`src/core/dtc_consts.vh`:
```
// Register map, field layout and reset values of the DMA trigger control
`ifndef DTC_CONSTS_VH
`define DTC_CONSTS_VH

// Register byte offsets on the Avalon-MM slave
`define DTC_ADDR_W 8
`define DTC_OFS_CHAN_CFG 8'h00
`define DTC_OFS_CHAN_STATE 8'h04
`define DTC_OFS_XFER_CFG 8'h08
`define DTC_OFS_SOFT_TRIGGER_PENDING_SET 8'h0c
`define DTC_OFS_DATA_PUSH 8'h10

// Channel configuration fields
`define DTC_CFG_PACING_BIT 0
`define DTC_CFG_HW_TRIGGER_PENDING_EN_BIT 1
`define DTC_CFG_POLARITY_BIT 4
`define DTC_CFG_EDGE_LEVEL_BIT 5
`define DTC_CFG_BURST_BIT 6
`define DTC_CFG_MASK 32'h0000_0073
`define DTC_CFG_RESET 32'h0000_0000

// Transfer configuration fields
`define DTC_XCFG_AUTO_CLR_BIT 0
`define DTC_XCFG_IMM_START_BIT 2
`define DTC_XCFG_COUNT_LSB 16
`define DTC_XCFG_COUNT_MSB 25
`define DTC_COUNT_W 10
`define DTC_COUNT_RESET 10'h000

// Channel state fields
`define DTC_STATE_VALID_BIT 0
`define DTC_STATE_BUSY_BIT 1
`define DTC_STATE_TRIGGER_PENDING_BIT 2

// Channel bit in the soft trigger set register
`define DTC_SOFT_TRIGGER_PENDING_BIT 0

// Data path
`define DTC_DATA_W 32
`define DTC_FIFO_DEPTH 16
`define DTC_FIFO_PTR_W 4

`endif

```
`src/core/dtc_channel.v`:
```
// One DMA channel: trigger, pacing, descriptor count and register slave
//
// Notes on behaviour
// - No data moves before a trigger
// - Immediate start clear: wait for hardware/software trigger
// - Writing 1 sets trigger; 0 leaves it
// - Immediate start on config write triggers at once
// - Pacing enabled: transfer only on peripheral request
// - Pacing disabled: transfers back to back
// - Auto clear drops trigger when descriptor exhausted
// - Count is transfers minus one, counts down
//
// The Avalon-MM slave port and the address map are this design's own decisions.
`timescale 1ns/1ps
`include "dtc_consts.vh"
module dtc_channel (
  // Clock and reset
  input wire core_clk,
  input wire rst,
  // Register bus
  input wire [`DTC_ADDR_W-1:0] avs_address,
  input wire avs_read,
  input wire avs_write,
  input wire [31:0] avs_writedata,
  input wire [3:0] avs_byteenable,
  output reg [31:0] avs_readdata,
  output reg avs_waitrequest,
  // Pins from the peripheral
  input wire hw_trigger_pin,
  input wire periph_request_pin,
  // Data towards the sink
  output reg [`DTC_DATA_W-1:0] dst_data,
  output reg dst_valid,
  input wire dst_ready,
  // Status
  output reg trigger_pending,
  output reg channel_busy
);

  // Channel states
  localparam [2:0] ST_IDLE = 3'b001;
  localparam [2:0] ST_WAIT = 3'b010;
  localparam [2:0] ST_RUN = 3'b100;

  // State, settings and descriptor
  reg [2:0] state_q;
  reg [2:0] state_d;
  reg [31:0] chan_cfg_q;
  reg auto_clr_q;
  reg imm_start_q;
  reg [`DTC_COUNT_W-1:0] count_q;
  reg desc_valid_q;

  // Pin synchroniser and edge memory
  reg hw_prev_q;
  reg [1:0] pin_filt_q;
  wire [1:0] pin_raw;
  wire [1:0] pin_s2;
  wire [1:0] pin_s3;

  // Register bus decode
  wire bus_req;
  wire wr_take;
  wire sel_cfg;
  wire sel_state;
  wire sel_xcfg;
  wire sel_soft;
  wire sel_data;

  // FIFO side
  wire fifo_in_ready;
  wire fifo_out_valid;
  wire [`DTC_DATA_W-1:0] fifo_out_data;
  wire fifo_push;

  // Settings fields
  wire pace_en;
  wire hw_en;
  wire trigger_pending_pol;
  wire trigger_pending_level;
  wire burst;

  // Trigger sources
  wire hw_hit;
  wire soft_hit;
  wire imm_hit;
  wire trigger_pending_set;

  // Transfer control
  wire slot_free;
  wire pace_ok;
  wire xfer_go;
  wire last_xfer;
  wire trigger_pending_clr;

  // Address decode, used for every register
  function sel;
    input [`DTC_ADDR_W-1:0] addr;
    input [`DTC_ADDR_W-1:0] ofs;
    begin
      sel = (addr[`DTC_ADDR_W-1:2] == ofs[`DTC_ADDR_W-1:2]);
    end
  endfunction

  // Active sense of a level after polarity
  function sensed;
    input lvl;
    input pol;
    begin
      sensed = pol ? lvl : ~lvl;
    end
  endfunction

  // Hardware trigger decision: gated, then level or edge after polarity
  function hw_fire;
    input en;
    input level_mode;
    input pol;
    input cur;
    input prev;
    begin
      if (!en) begin
        hw_fire = 1'b0;
      end else if (level_mode) begin
        hw_fire = sensed(cur, pol);
      end else begin
        hw_fire = sensed(cur, pol) & ~sensed(prev, pol);
      end
    end
  endfunction

  // Pins from outside pass three flops; change taken once s2 and s3 agree
  assign pin_raw = {hw_trigger_pin, periph_request_pin};
  genvar gi;
  generate
    for (gi = 0; gi < 2; gi = gi + 1) begin : g_sync
      reg s1_q;
      reg s2_q;
      reg s3_q;
      always @(posedge core_clk) begin
        if (rst) begin
          s1_q <= 1'b0;
          s2_q <= 1'b0;
          s3_q <= 1'b0;
        end else begin
          s1_q <= pin_raw[gi];
          s2_q <= s1_q;
          s3_q <= s2_q;
        end
      end
      assign pin_s2[gi] = s2_q;
      assign pin_s3[gi] = s3_q;
    end
  endgenerate

  // Filtered pin levels
  always @(posedge core_clk) begin
    if (rst) begin
      pin_filt_q <= 2'b00;
    end else begin
      pin_filt_q <= (pin_s2 & pin_s3) | (pin_filt_q & (pin_s2 | pin_s3));
    end
  end

  // Configuration fields
  assign pace_en = chan_cfg_q[`DTC_CFG_PACING_BIT];
  assign hw_en = chan_cfg_q[`DTC_CFG_HW_TRIGGER_PENDING_EN_BIT];
  assign trigger_pending_pol = chan_cfg_q[`DTC_CFG_POLARITY_BIT];
  assign trigger_pending_level = chan_cfg_q[`DTC_CFG_EDGE_LEVEL_BIT];
  assign burst = chan_cfg_q[`DTC_CFG_BURST_BIT];

  // Bus slave handshake: one wait cycle, then the access takes effect
  assign bus_req = avs_read | avs_write;
  assign sel_cfg = sel(avs_address, `DTC_OFS_CHAN_CFG);
  assign sel_state = sel(avs_address, `DTC_OFS_CHAN_STATE);
  assign sel_xcfg = sel(avs_address, `DTC_OFS_XFER_CFG);
  assign sel_soft = sel(avs_address, `DTC_OFS_SOFT_TRIGGER_PENDING_SET);
  assign sel_data = sel(avs_address, `DTC_OFS_DATA_PUSH);
  assign wr_take = avs_write & ~avs_waitrequest;

  // Data words go into the FIFO; a full FIFO holds the bus in wait
  assign fifo_push = wr_take & sel_data;

  // Hardware trigger detect, edge or level with polarity
  assign hw_hit = hw_fire(hw_en, trigger_pending_level, trigger_pending_pol, pin_filt_q[1],
                          hw_prev_q);

  // Software set and immediate start
  assign soft_hit = wr_take & sel_soft & avs_byteenable[0] &
                    avs_writedata[`DTC_SOFT_TRIGGER_PENDING_BIT];
  assign imm_hit = wr_take & sel_xcfg & avs_byteenable[0] &
                   avs_writedata[`DTC_XCFG_IMM_START_BIT];
  assign trigger_pending_set = hw_hit | soft_hit | imm_hit;

  // A transfer needs trigger, descriptor, data, a free slot and pacing
  assign slot_free = ~dst_valid | dst_ready;
  assign pace_ok = ~pace_en | pin_filt_q[0];
  assign xfer_go = state_q[2] & trigger_pending & desc_valid_q &
                   fifo_out_valid & slot_free & pace_ok;
  assign last_xfer = xfer_go & (count_q == `DTC_COUNT_RESET);

  // Clear on exhaustion when auto clear is set, or after each transfer for single hw triggers
  assign trigger_pending_clr = (last_xfer & auto_clr_q) |
                    (xfer_go & hw_en & ~burst);

  dtc_fifo #(
    .WIDTH(`DTC_DATA_W),
    .DEPTH(`DTC_FIFO_DEPTH),
    .PTR_W(`DTC_FIFO_PTR_W)
  ) u_fifo (
    .clk(core_clk),
    .rst(rst),
    .in_valid(fifo_push),
    .in_ready(fifo_in_ready),
    .in_data(avs_writedata),
    .out_valid(fifo_out_valid),
    .out_ready(xfer_go),
    .out_data(fifo_out_data)
  );

  // Waitrequest drops one cycle after a request, held for a data push while FIFO is full
  always @(posedge core_clk) begin
    if (rst) begin
      avs_waitrequest <= 1'b1;
    end else if (bus_req && avs_waitrequest) begin
      avs_waitrequest <= ~(~(avs_write & sel_data) | fifo_in_ready);
    end else begin
      avs_waitrequest <= 1'b1;
    end
  end

  // Read data captured in the cycle waitrequest falls
  always @(posedge core_clk) begin
    if (rst) begin
      avs_readdata <= 32'h0000_0000;
    end else if (avs_read && avs_waitrequest) begin
      if (sel_cfg) begin
        avs_readdata <= chan_cfg_q;
      end else if (sel_state) begin
        avs_readdata <= {6'h00, count_q, 13'h0000, trigger_pending,
                         state_q[2], desc_valid_q};
      end else if (sel_xcfg) begin
        avs_readdata <= {6'h00, count_q, 13'h0000, imm_start_q, 1'b0,
                         auto_clr_q};
      end else begin
        avs_readdata <= 32'h0000_0000;
      end
    end
  end

  // Channel configuration register with byte enables
  always @(posedge core_clk) begin
    if (rst) begin
      chan_cfg_q <= `DTC_CFG_RESET;
    end else if (wr_take && sel_cfg && avs_byteenable[0]) begin
      chan_cfg_q <= {24'h000000, avs_writedata[7:0]} & `DTC_CFG_MASK;
    end
  end

  // Transfer configuration: a write loads a fresh descriptor
  always @(posedge core_clk) begin
    if (rst) begin
      auto_clr_q <= 1'b0;
      imm_start_q <= 1'b0;
      count_q <= `DTC_COUNT_RESET;
      desc_valid_q <= 1'b0;
    end else if (wr_take && sel_xcfg) begin
      if (avs_byteenable[0]) begin
        auto_clr_q <= avs_writedata[`DTC_XCFG_AUTO_CLR_BIT];
        imm_start_q <= avs_writedata[`DTC_XCFG_IMM_START_BIT];
      end
      count_q <= avs_writedata[`DTC_XCFG_COUNT_MSB:`DTC_XCFG_COUNT_LSB];
      desc_valid_q <= 1'b1;
    end else if (last_xfer) begin
      desc_valid_q <= 1'b0;
    end else if (xfer_go) begin
      count_q <= count_q - 1'b1;
    end
  end

  // Trigger flag: a set in the same cycle as a clear wins
  always @(posedge core_clk) begin
    if (rst) begin
      trigger_pending <= 1'b0;
    end else if (trigger_pending_set) begin
      trigger_pending <= 1'b1;
    end else if (trigger_pending_clr) begin
      trigger_pending <= 1'b0;
    end
  end

  // Edge memory holds the pin level, not its active sense, so that a
  // polarity change alone never looks like a trigger edge
  always @(posedge core_clk) begin
    if (rst) begin
      hw_prev_q <= 1'b0;
    end else begin
      hw_prev_q <= pin_filt_q[1];
    end
  end

  // Channel state machine
  always @* begin
    state_d = state_q;
    case (state_q)
      ST_IDLE: begin
        if (wr_take && sel_xcfg) begin
          state_d = ST_WAIT;
        end
      end
      ST_WAIT: begin
        if (trigger_pending && desc_valid_q) begin
          state_d = ST_RUN;
        end
      end
      ST_RUN: begin
        if (last_xfer) begin
          state_d = ST_IDLE;
        end else if (!trigger_pending) begin
          state_d = ST_WAIT;
        end
      end
      default: begin
        state_d = ST_IDLE;
      end
    endcase
  end

  // State register and busy output
  always @(posedge core_clk) begin
    if (rst) begin
      state_q <= ST_IDLE;
      channel_busy <= 1'b0;
    end else begin
      state_q <= state_d;
      channel_busy <= state_d[2];
    end
  end

  // Destination stage holds a word until the sink takes it
  always @(posedge core_clk) begin
    if (rst) begin
      dst_valid <= 1'b0;
      dst_data <= {`DTC_DATA_W{1'b0}};
    end else if (xfer_go) begin
      dst_valid <= 1'b1;
      dst_data <= fifo_out_data;
    end else if (dst_ready) begin
      dst_valid <= 1'b0;
    end
  end

endmodule // dtc_channel

```
`src/core/dtc_fifo.v`:
```
// Synchronous FIFO with valid and ready on both sides
`timescale 1ns/1ps
module dtc_fifo #(
  parameter WIDTH = 32,
  parameter DEPTH = 16,
  parameter PTR_W = 4
) (
  input wire clk,
  input wire rst,
  input wire in_valid,
  output wire in_ready,
  input wire [WIDTH-1:0] in_data,
  output wire out_valid,
  input wire out_ready,
  output wire [WIDTH-1:0] out_data
);

  reg [WIDTH-1:0] mem [0:DEPTH-1];
  reg [PTR_W-1:0] wr_ptr_q;
  reg [PTR_W-1:0] rd_ptr_q;
  reg [PTR_W:0] fill_q;
  wire push;
  wire pop;

  // Honest full and empty from the fill count
  assign in_ready = (fill_q != DEPTH[PTR_W:0]);
  assign out_valid = (fill_q != {(PTR_W+1){1'b0}});
  assign out_data = mem[rd_ptr_q];
  assign push = in_valid & in_ready;
  assign pop = out_valid & out_ready;

  // Storage array, written only on an accepted push
  always @(posedge clk) begin
    if (push) begin
      mem[wr_ptr_q] <= in_data;
    end
  end

  // Pointers and fill level
  always @(posedge clk) begin
    if (rst) begin
      wr_ptr_q <= {PTR_W{1'b0}};
      rd_ptr_q <= {PTR_W{1'b0}};
      fill_q <= {(PTR_W+1){1'b0}};
    end else begin
      if (push) begin
        wr_ptr_q <= wr_ptr_q + 1'b1;
      end
      if (pop) begin
        rd_ptr_q <= rd_ptr_q + 1'b1;
      end
      if (push && !pop) begin
        fill_q <= fill_q + 1'b1;
      end else if (pop && !push) begin
        fill_q <= fill_q - 1'b1;
      end
    end
  end

endmodule // dtc_fifo

```
`config.mk`:
```
export PLATFORM = sky130hd
export DESIGN_NAME = dtc_channel
export DESIGN_NICKNAME = d
export VERILOG_FILES = /design/src/core/dtc_channel.v /design/src/core/dtc_fifo.v
export VERILOG_INCLUDE_DIRS = /design/src /design/src/core
export SDC_FILE = /design/constraint.sdc
export NUM_CORES = 1
export LEC_CHECK = 0
export BUFFER_PORTS_ARGS = -buffer_cell sky130_fd_sc_hd__buf_4
export CORE_MARGIN = 2
export CORE_UTILIZATION = 45
export DETAILED_ROUTE_END_ITERATION = 10
export PLACE_DENSITY = 0.59
export SYNTH_ARGS = -nofsm -noshare
export SYNTH_HDL_FRONTEND = slang
export SYNTH_SLANG_ARGS = --single-unit
```
`constraint.sdc`:
```
create_clock -name core_clk -period 9.32 [get_ports core_clk]
set_input_delay 0 -clock core_clk [delete_from_list [all_inputs] [get_ports core_clk]]
set_output_delay 0 -clock core_clk [all_outputs]
set_load 0.03 [all_outputs]
```
* Word-level counts from Yosys, hierarchy flattened
Memories as Yosys holds them, arrays and structs flattened. A register that Yosys moved wholly into a read port is not among the register bits.
Cells that the tools add are included.
** Cells by class
- Div/mod/pow operators :: 0
- Equality and inequality tests :: 12
- Bitwise logic cells :: 42
- Shift operators :: 0
- Order comparisons :: 0
- Add/sub/neg operators :: 5
- Multiply operators :: 0
- Reduce and logical (&&, ||, !) cells :: 22
- Muxes and demuxes :: 25
** Operators with widths (count)
- 2-to-1 mux 26 bit :: 3
- 2-to-1 mux 10 bit :: 3
- bitwise AND 1 bit :: 21
- == test 6 x 2 -> 1 bit, second input constant :: 2
- 2-to-1 mux 1 bit :: 12
- 2-to-1 mux 3 bit :: 4
- zero test 10 bit :: 1
- 2-to-1 mux 5 bit :: 2
- inverter 1 bit :: 10
- nonzero test 2 bit :: 5
- subtractor 10 x 1 -> 10 bit, second input constant :: 1
- one-hot mux 3 bit (3 select lines) :: 1
- adder 4 x 1 -> 4 bit, second input constant :: 2
- logical AND 1 bit :: 8
- OR 1 bit :: 7
- == test 6 x 1 -> 1 bit, second input constant :: 1
- == test 6 x 3 -> 1 bit, second input constant :: 1
- zero test 6 bit :: 1
- adder 5 x 1 -> 5 bit, second input constant :: 1
- != test 5 bit, second input constant :: 1
- nonzero test 5 bit :: 1
- subtractor 5 x 1 -> 5 bit, second input constant :: 1
- bitwise AND 2 bit :: 2
- != test 2 bit, second input constant :: 2
- other kinds (10) :: 13
** Storage, ports and cells
- Output and inout bits :: 68
- Memory bits (writable) :: 512
- Flip-flop bits (word level) :: 78
- Latch bits :: 0
- ROM bits :: 0
- Logic and storage cells :: 129
- Input port bits :: 51
- Memories kept :: 1
** Memory list
- u_fifo.mem :: words 16, width 32, rd ports 1, clocked after memory_dff 1, write ports 1, RTL line dtc_fifo.v:18 : reg [WIDTH-1:0] mem [0:DEPTH-1];

* Logic depth before layout (Yosys ltp)
Gate-level depths: netlist of run 1.
- Depth in word-level cells :: 10
- Mapped depth :: 12
- Mapped depth without buffers :: 12

* By module
From an unflattened synthesis of run 1, not the netlist that was laid out.
** Second synthesis, totals
- Cell total of the unflattened synthesis :: 1310
- Area total of the unflattened synthesis :: 23500.0 um2
** Modules (own cells, without submodules)
- dtc_fifo :: cells an instance 896, area an instance 20059.2 um2, seq. area each 15715.1 um2, instances 1
- dtc_channel :: cells an instance 414, area an instance 3440.8 um2, seq. area each 1621.6 um2, instances 1

* Worst setup path before layout of run 1
OpenSTA, ideal clock, no wires.
- Path type :: reg2reg
- Start point :: reg avs_waitrequest
- End point :: mem u_fifo.mem[0][0] (enable)
- Data required time :: 8.859 ns
- Stages on the path, launching flop included :: 7
- Period minus slack after synthesis :: 3.960 ns
- Arrival time :: 3.499 ns
- Slack :: 5.360 ns
- Library setup time :: 0.461 ns
- Cells stage by stage :: dfxtp_1 nor2b_1 a21boi_0 and2_1 buf_2 nand2_1 nor3_1
** Between the ends
- Cells in the longest elaborated chain, start to end :: 6
** RTL lines
- start, declared :: RTL line dtc_channel.v:27 : output reg avs_waitrequest,
- start signal, assigned :: RTL line dtc_channel.v:226 : avs_waitrequest <= ~(~(avs_write & sel_data) | fifo_in_ready);
- inverter 1 bit :: RTL line dtc_channel.v:179 : assign wr_take = avs_write & ~avs_waitrequest;
- bitwise AND 1 bit :: RTL line dtc_channel.v:179
- bitwise AND 1 bit :: RTL line dtc_channel.v:182 : assign fifo_push = wr_take & sel_data;
- bitwise AND 1 bit :: RTL line dtc_fifo.v:29 : assign push = in_valid & in_ready;
- via u_fifo.push :: RTL line dtc_fifo.v:22 : wire push;
- 2-to-1 mux 1 bit :: RTL line dtc_fifo.v:34 : if (push) begin
- 2-to-1 mux 1 bit (not written as such) :: RTL line dtc_fifo.v:35 : mem[wr_ptr_q] <= in_data;
- end, declared :: RTL line dtc_fifo.v:18
The timed path passes the listed nets, and every way through them passes these cells.

==> results of run 1 <==
==> routing by layer <==
metal	vias to the layer above	wire [microns]	GRT usage
li1	5357	-	-
met1	6283	24400	0.288
met2	288	24100	0.304
met3	78	2300	0.0309
met4	0	1150	0.0513
met5	-	0	0
==> metrics by stage <==
step           power [W]  setup WS (ns)  cell area [sq um]  hold WS, ns
2_1_floorplan    0.00303           5.36              23500       0.0989
3_3_place_gp     0.00307           5.64              25000        0.222
3_5_place_dp     0.00307           5.64              25000        0.226
4_1_cts          0.00539           5.64              27400       0.0874
5_1_grt          0.00550           5.39              27400        0.143
6_report         0.00534           5.79              27400        0.125
==> power groups by stage <==
stage / Clock (W) / Combinational (W) / Sequential [W]
global placement: 0 / 0.0000748 / 0.00299
global route: 0.00246 / 0.000103 / 0.00293
finish: 0.00231 / 0.0000947 / 0.00294
CTS: 0.00236 / 0.0000949 / 0.00294
floorplan: 0 / 0.0000285 / 0.00300
detailed placement: 0 / 0.0000782 / 0.00299
==> flip-flops by register name (all words and copies together), names as in the netlist, 2 cells and up <==
name	count
state_q	2
count_q	10
u_fifo.wr_ptr_q	4
u_fifo.fill_q	5
pin_filt_q	2
g_sync.s2_q	2
dst_data	32
g_sync.s1_q	2
u_fifo.mem	512
u_fifo.rd_ptr_q	4
g_sync.s3_q	2
chan_cfg_q	5
avs_readdata	16
==> final timing paths <==
check                          start            endpoint  slack (ns)  cells past startpoint
hold reg to reg       g_sync[0].s1_q      g_sync[0].s2_q        0.45                      1
setup / recovery  u_fifo.rd_ptr_q[0]        dst_data[23]        5.79                      7
hold / removal             avs_write  u_fifo.wr_ptr_q[3]        0.12                      6
setup reg to reg  u_fifo.rd_ptr_q[0]        dst_data[23]        5.79                      7
==> critical path, stage by stage (launching register included) <==
cell and delay (ns):
dfxtp_4 0.45, buf_4 0.73, buf_4 0.82, mux4_2 0.59, nor2b_1 0.14, a211oi_1 0.29
a21oi_1 0.14, a22o_1 0.23
==> area by class of cell <==
class | instances | share of cell area
Antenna cell | 1 | 0.0000912
Clock buffer | 79 | 0.0604
Clock inverter | 37 | 0.00839
Inverter | 11 | 0.00160
Multi-Input combinational cell | 556 | 0.216
Sequential cell | 606 | 0.630
Tap cell | 680 | 0.0310
Timing Repair Buffer | 176 | 0.0531
==> cell families (layout without fill, tap and decap cells) <==
kind of cell	Yosys count	count (layout)	share of synthesized area
other	1	17	0.000160
and+or+nand+nor	183	183	0.0432
AOI/OAI and AO/OA	160	160	0.0478
DFF	606	606	0.735
adders and majority gates	11	11	0.00618
xor gates and xnor gates	12	12	0.00448
buffers and inverters	97	303	0.0206
muxes	174	174	0.143
==> what timing repair did <==
item,4_1_cts,5_1_grt
hold buffers,54,0
hold endpoints to repair,572,0
setup buffers,0,0
gates resized for setup,0,0
==> synthesized netlist by cell type, types with 2 or more instances <==
cell,number,area (sq um)
a211oi_1,38,285
a21o_1,3,22.5
a21oi_1,51,255
a22o_1,33,289
a22oi_1,11,82.6
a311oi_1,3,26.3
and2_1,2,12.5
and3_1,3,18.8
and4_1,3,26.3
buf_1,7,26.3
buf_2,19,95.1
buf_4,21,158
buf_6,2,22.5
clkbuf_1,37,139
dfxtp_1,94,1880
edfxtp_1,512,15400
ha_1,10,125
inv_1,10,37.5
mux2i_1,44,440
mux4_2,128,2880
nand2_1,17,63.8
nand2b_1,8,50.1
nand3_1,6,30.0
nand4_1,2,12.5
nor2_1,60,225
nor2b_1,43,269
nor3_1,11,55.1
nor4_1,8,50.1
o21ai_0,10,50.1
o31ai_1,2,15.0
or3_1,3,18.8
or4_1,4,30.0
xnor2_1,9,78.8
xor2_1,3,26.3
==> run summary, run 1 <==
CTS clk-pin slew, worst paths = 0.06 ns
Share of layout cells above drive strength 1 = 0.252
Top_reg_cell synth = edfxtp_1
Seq pwr share = 0.550
Worst Skew = 0.0198 ns
Switch share = 0.201
Min cycle time layout = 3.53 ns
Clock network fraction of design power = 0.433
CP required = 9.83 ns
Remaining DRCs = 0
Filler cell count = 4,136
Fin crit share = 0.378
GRT Residual Overflow = 0
Post-synth cell types = 61
CP Class = reg2reg
Width of the die = 232 microns
Fmax = 0.283 GHz
Root buffer cell = clkbuf_16
MaxCap Viol Count = 0
Register area = 17,300 sq um
Commonest non-fill, non-tap cells in the layout = edfxtp_1, mux4_2, buf_4
P&R area growth vs syn = 16.8%
Syn Area/Cell = 18.9 sq um
NetSw = 0.00107 W
Leak pwr = 8.76 nW
Non-filler cells in the finished layout = 2,146
Post-synth ARST share = 0
Core Box Area = 51,400 sq um
PD cells = 195 nW/um^2
Largest net degree at the start of global routing = 67
Hold Crit Class = in2reg
Critical path arrival = 4.04 ns
RSZ-0062 raised after global routing = false
Yosys reg bits = 606
First-pass GRT wire length = 76,700 microns
Most common cell after layout, fill and taps aside = edfxtp_1
Type of origin of the critical path = flop
Worst slew margin = 0.284
Syn Inst Count = 1,244
CTS tree = done
Placer Congestion = 0.762
Worst setup EP type = flop
Vias = 12.0k
Row cnt = 83
Drt first pass iters = 5
Cts bufs inserted = 61
Vias per Instance = 5.59
Vias in the first global route = 12.2k
# setup viols final = 0
Combinational group share of total power = 0.018
PortBufs = 97
Ports = 119
Final WL = 51,900 microns
Final core utilization = 0.534
CP max FO = 45
H-tree depth = 2
Placed insts = 1,975
Setup tns final = 0 ns
Chip Height = 232 microns
Total die area = 54,000 sq um
Nets@finish = 1,474
Status = finished, final reports clean
Post-DP HPWL = 26,000 microns
Register area share after synthesis = 0.735
Skew-Pair Late Insertion Delay = 0.62 ns
Initial core utilization = 0.457
Cell area after synthesis = 23,500 sq um
Clock buffer depth = 3
DRT iter0 DRCs = 1,182
Max-slew violation count = 0
Worst VDD drop = 141 uV
Antenna violations before repair = 0
Per-cell routed wire length = 24.2 microns
Sink Count = 606
Post-synth EDFFs = 512
Multi-input gate area = 5920 sq um
GRT Util Overall = 0.195
P_int = 0.00427 W
Final hold violations = 0
Warnings, synthesis = 0
Post-route ant nets = 0
Least-Margin Pin Slew = 1.07 ns
Note: power is estimated with default switching activity, not from simulation.
==> inputs of run 2 (changes only) <==
- ABC_AREA: default -> 1
- clock period: 9.32 -> 3.3 ns (I/O delays scaled with it)
==> run summary, run 2 <==
CP required = 3.82 ns (was 9.83 ns)
Post-synth top area cell = edfxtp_1 (unchanged)
Chip Height = 237 microns (was 232 microns)
Hold Crit Class = in2reg (unchanged)
Regs by FF count = u_fifo.mem x512, dst_data x32, avs_readdata x16 (unchanged)
RSZ-0062 raised after global routing = false (unchanged)
Worst reg2reg path startpoint = u_fifo.fill_q[0] (was u_fifo.rd_ptr_q[0])
Drt first pass iters = 6 (was 5)
Hold path endpoint = avs_readdata[1] (was u_fifo.wr_ptr_q[3])
Row cnt = 85 (was 83)
Clock buffer depth = 3 (unchanged)
Synth top cells by count = nor2_1, edfxtp_1, o21ai_0, o211ai_1, nand3_1 (was edfxtp_1, mux4_2, dfxtp_1, nor2_1, a21oi_1)
Mux contribution to synthesized area = 0 (was 0.143)
Area share of and/or/nand/nor cells after synthesis = 0.130 (was 0.0432)
Total die area = 56,200 sq um (was 54,000 sq um)
Worst Skew = 0.0138 ns (was 0.0198 ns)
Min cycle time layout = 2.94 ns
Remaining DRCs = 0 (unchanged)
Worst Hold Margin = 0.102 ns (was 0.125 ns)
Ranking of synthesized cells by area = edfxtp_1, nor2_1, dfxtp_1 (was edfxtp_1, mux4_2, dfxtp_1)
PD cells = 554 nW/um^2 (was 195 nW/um^2)
Per-cell routed wire length = 20.3 microns (was 24.2 microns)
NetSw = 0.00320 W (was 0.00107 W)
Post-synth ARST share = 0 (unchanged)
Post-synth cell types = 35 (was 61)
Register area share after synthesis = 0.706 (was 0.735)
Adder-cell share of the synthesized area = 0.00594 (was 0.00618)
Post-route ant nets = 0 (unchanged)
Filler cell count = 4,622 (was 4,136)
Area share of xor/xnor cells in the synthesized design = 0.00287 (was 0.00448)
R2R Path End = u_fifo.fill_q[4] (was dst_data[23])
Syn Area/Cell = 11.5 sq um (was 18.9 sq um)
First-pass GRT wire length = 93,200 microns (was 76,700 microns)
Post-synth EDFFs = 512 (unchanged)
Sink Count = 606 (unchanged)
Critical path arrival = 3.46 ns (was 4.04 ns)
Main combinational cell family by area after synthesis = simple AND/OR/NAND/NOR gates (was multiplexers)
Hold path start = avs_address[4] (was avs_write)
Max-slew violation count = 0 (unchanged)
Cell area after synthesis = 24,400 sq um (was 23,500 sq um)
Largest Register = u_fifo.mem (unchanged)
Diodes inserted = 0 (was 1)
Fmax = 0.340 GHz
Switch share = 0.202 (was 0.201)
CTS tree = done (unchanged)
Ports = 119 (unchanged)
Cts bufs inserted = 66 (was 61)
PortBufs = 97 (unchanged)
CP Class = in2reg (was reg2reg)
Final worst slack = 0.359 ns (was 5.79 ns)
Top_reg_cell synth = edfxtp_1 (unchanged)
Fin crit share = 0.891
Post-synth top area share = 0.629 (was 0.655)
Largest net degree at the start of global routing = 259 (was 67)
Leak pwr = 9.84 nW (was 8.76 nW)
Initial core utilization = 0.454 (was 0.457)
Root buffer cell = clkbuf_16 (unchanged)
Final WL = 61,000 microns (was 51,900 microns)
MaxCap Viol Count = 0 (unchanged)
Clock network fraction of design power = 0.453 (was 0.433)
Hold path depth = 8 (was 6)
Placer Congestion = 0.853 (was 0.762)
P_int = 0.0127 W (was 0.00427 W)
Cell area after placement = 26,000 sq um (was 25,000 sq um)
Vias in the first global route = 15.9k (was 12.2k)
CTS clk-pin slew, worst paths = 0.06 ns (about the same)
Status = finished, final reports clean (unchanged)
Count leader, synth = nor2_1 (was edfxtp_1)
Combinational group share of total power = 0.023 (was 0.018)
P&R area growth vs syn = 17.1% (was 16.8%)
Yosys reg bits = 606 (unchanged)
Worst VDD drop = 336 uV (was 141 uV)
Share of layout cells above drive strength 1 = 0.114 (was 0.252)
GRT Util Overall = 0.217 (was 0.195)
Post-DP HPWL = 31,900 microns (was 26,000 microns)
Least-Margin Pin Slew = 1.20 ns (was 1.07 ns)
Seq pwr share = 0.524 (was 0.550)
Placement Setup Slack = 0.620 ns (was 5.64 ns)
Setup tns final = 0 ns (unchanged)
Width of the die = 237 microns (was 232 microns)
Vias = 16.4k (was 12.0k)
H-tree depth = 3 (was 2)
Final hold violations = 0 (unchanged)
DRT iter0 DRCs = 1,506 (was 1,182)
# setup viols final = 0 (unchanged)
CP max FO = 6 (was 45)
Warnings, synthesis = 0 (unchanged)
Vias per Instance = 5.46 (was 5.59)
Largest register FFs = 512 (unchanged)
GRT Residual Overflow = 0 (unchanged)
Reg2reg path depth = 17 (was 7)
Worst slew margin = 0.198 (was 0.284)
Skew-Pair Late Insertion Delay = 0.59 ns (was 0.62 ns)
Antenna violations before repair = 1 (was 0)
Nets@finish = 2,313 (was 1,474)
Core Box Area = 53,800 sq um (was 51,400 sq um)
Reg-to-reg setup timing slack = 0.67 ns (was 5.79 ns)
Commonest non-fill, non-tap cells in the layout = nor2_1, edfxtp_1, o21ai_0 (was edfxtp_1, mux4_2, buf_4)
Syn Inst Count = 2,123 (was 1,244)
Type of origin of the critical path = input port (was flop)
Most common cell after layout, fill and taps aside = nor2_1 (was edfxtp_1)
Worst setup EP type = flop (unchanged)
Compound-Gate Fraction of Synth Area = 0.111 (was 0.0478)
Fin area = 28,600 sq um (was 27,400 sq um)
==> run 2: cell types whose count changed in the layout (fill, tap and decap cells not counted), sizes merged, moves of 14 or more <==
cell    change
a211oi     -36
a21oi      -14
a22o       -33
clkbuf     +14
clkinv     -14
inv        +83
mux2i      -44
mux4      -128
nand2      +99
nand3     +113
nor2      +477
nor2b      -43
o211ai    +135
o21ai     +282
==> run 2: worst max-delay path by stage <==
| stage | from | endpoint | slack, ns | cells after the start |
|---|---|---|---|---|
| finish | avs_address[5] | u_fifo.fill_q[4] | 0.36 | 19 |
| CTS | avs_address[5] | u_fifo.fill_q[4] | 0.40 | 19 |
| global placement | u_fifo.fill_q[0] | u_fifo.fill_q[4] | 0.58 | 17 |
| floorplan | u_fifo.fill_q[0] | u_fifo.mem[11][0] | 0.49 | 8 |
| detailed placement | u_fifo.fill_q[0] | u_fifo.fill_q[4] | 0.62 | 17 |
| global route | avs_address[5] | u_fifo.fill_q[4] | 0.04 | 19 |
==> run 2: power groups by stage <==
stage	Clock [W]	Combinational, W	Sequential [W]
after CTS	0.00731	0.000363	0.00831
after detailed placement	0	0.000317	0.00848
after global placement	0	0.000305	0.00848
after global routing	0.00763	0.000399	0.00831
after floorplan	0	0.000143	0.00849
final	0.00719	0.000366	0.00832
==> run 2: layout make-up <==
class                           count  area [sq um]  area share
Clock buffer                       93          1860      0.0648
Tap cell                          696           871      0.0304
Clock inverter                     26           241     0.00843
Sequential cell                   606         17300       0.603
Timing Repair Buffer              186          1750      0.0611
Multi-Input combinational cell   1298          6300       0.220
Inverter                           93           354      0.0124
==> run 2: routing by layer <==
layer	vias up	share of wire	global-route usage
li1	7746	-	-
met1	8090	0.43	0.283
met2	428	0.50	0.370
met3	104	0.049	0.0307
met4	2	0.026	0.0783
met5	-	0.00071	0
==> run 2: timing repair <==
item                                   in CTS  in global routing
resized for setup                           0                  1
hold buffers                               51                  0
setup buffers                               0                  0
setup endpoints to repair                   0                  1
endpoints found under the hold margin     549                  0
==> run 2: cell families (layout without fill, tap and decap cells) <==
group | after synthesis | after routing
AO/OA/AOI/OAI | 471 | 471
XOR/XNOR | 8 | 8
adder cells (fa/ha/maj) | 11 | 11
buffers and inverters | 234 | 398
flip-flops | 606 | 606
other | 1 | 16
AND/OR/NAND/NOR | 792 | 792
==> run 2: per-stage QoR <==
| stage | total power (W) | util | instances |
|---|---|---|---|
| floorplan | 0.00863 | - | 2138 |
| global placement | 0.00878 | 0.484 | 2828 |
| detailed placement | 0.00879 | 0.484 | 2828 |
| CTS | 0.0160 | 0.532 | 2998 |
| global route | 0.0163 | 0.532 | 2998 |
| finish | 0.0159 | 0.532 | 2998 |
==> run 2: critical path: stages <==
cell           delay [ns]
dlygate4sd3_1        0.55
buf_4                0.14
nor2_1               0.09
dlygate4sd3_1        0.55
nand4_1              0.09
nor2_1               0.15
nand3_1              0.22
inv_2                0.17
ha_1                 0.21
inv_1                0.10
fa_1                 0.41
a21o_1               0.18
a21oi_1              0.16
nor2_1               0.06
nor2_1               0.08
nand2_1              0.07
nand2_1              0.06
nand2_1              0.04
nor2_1               0.11
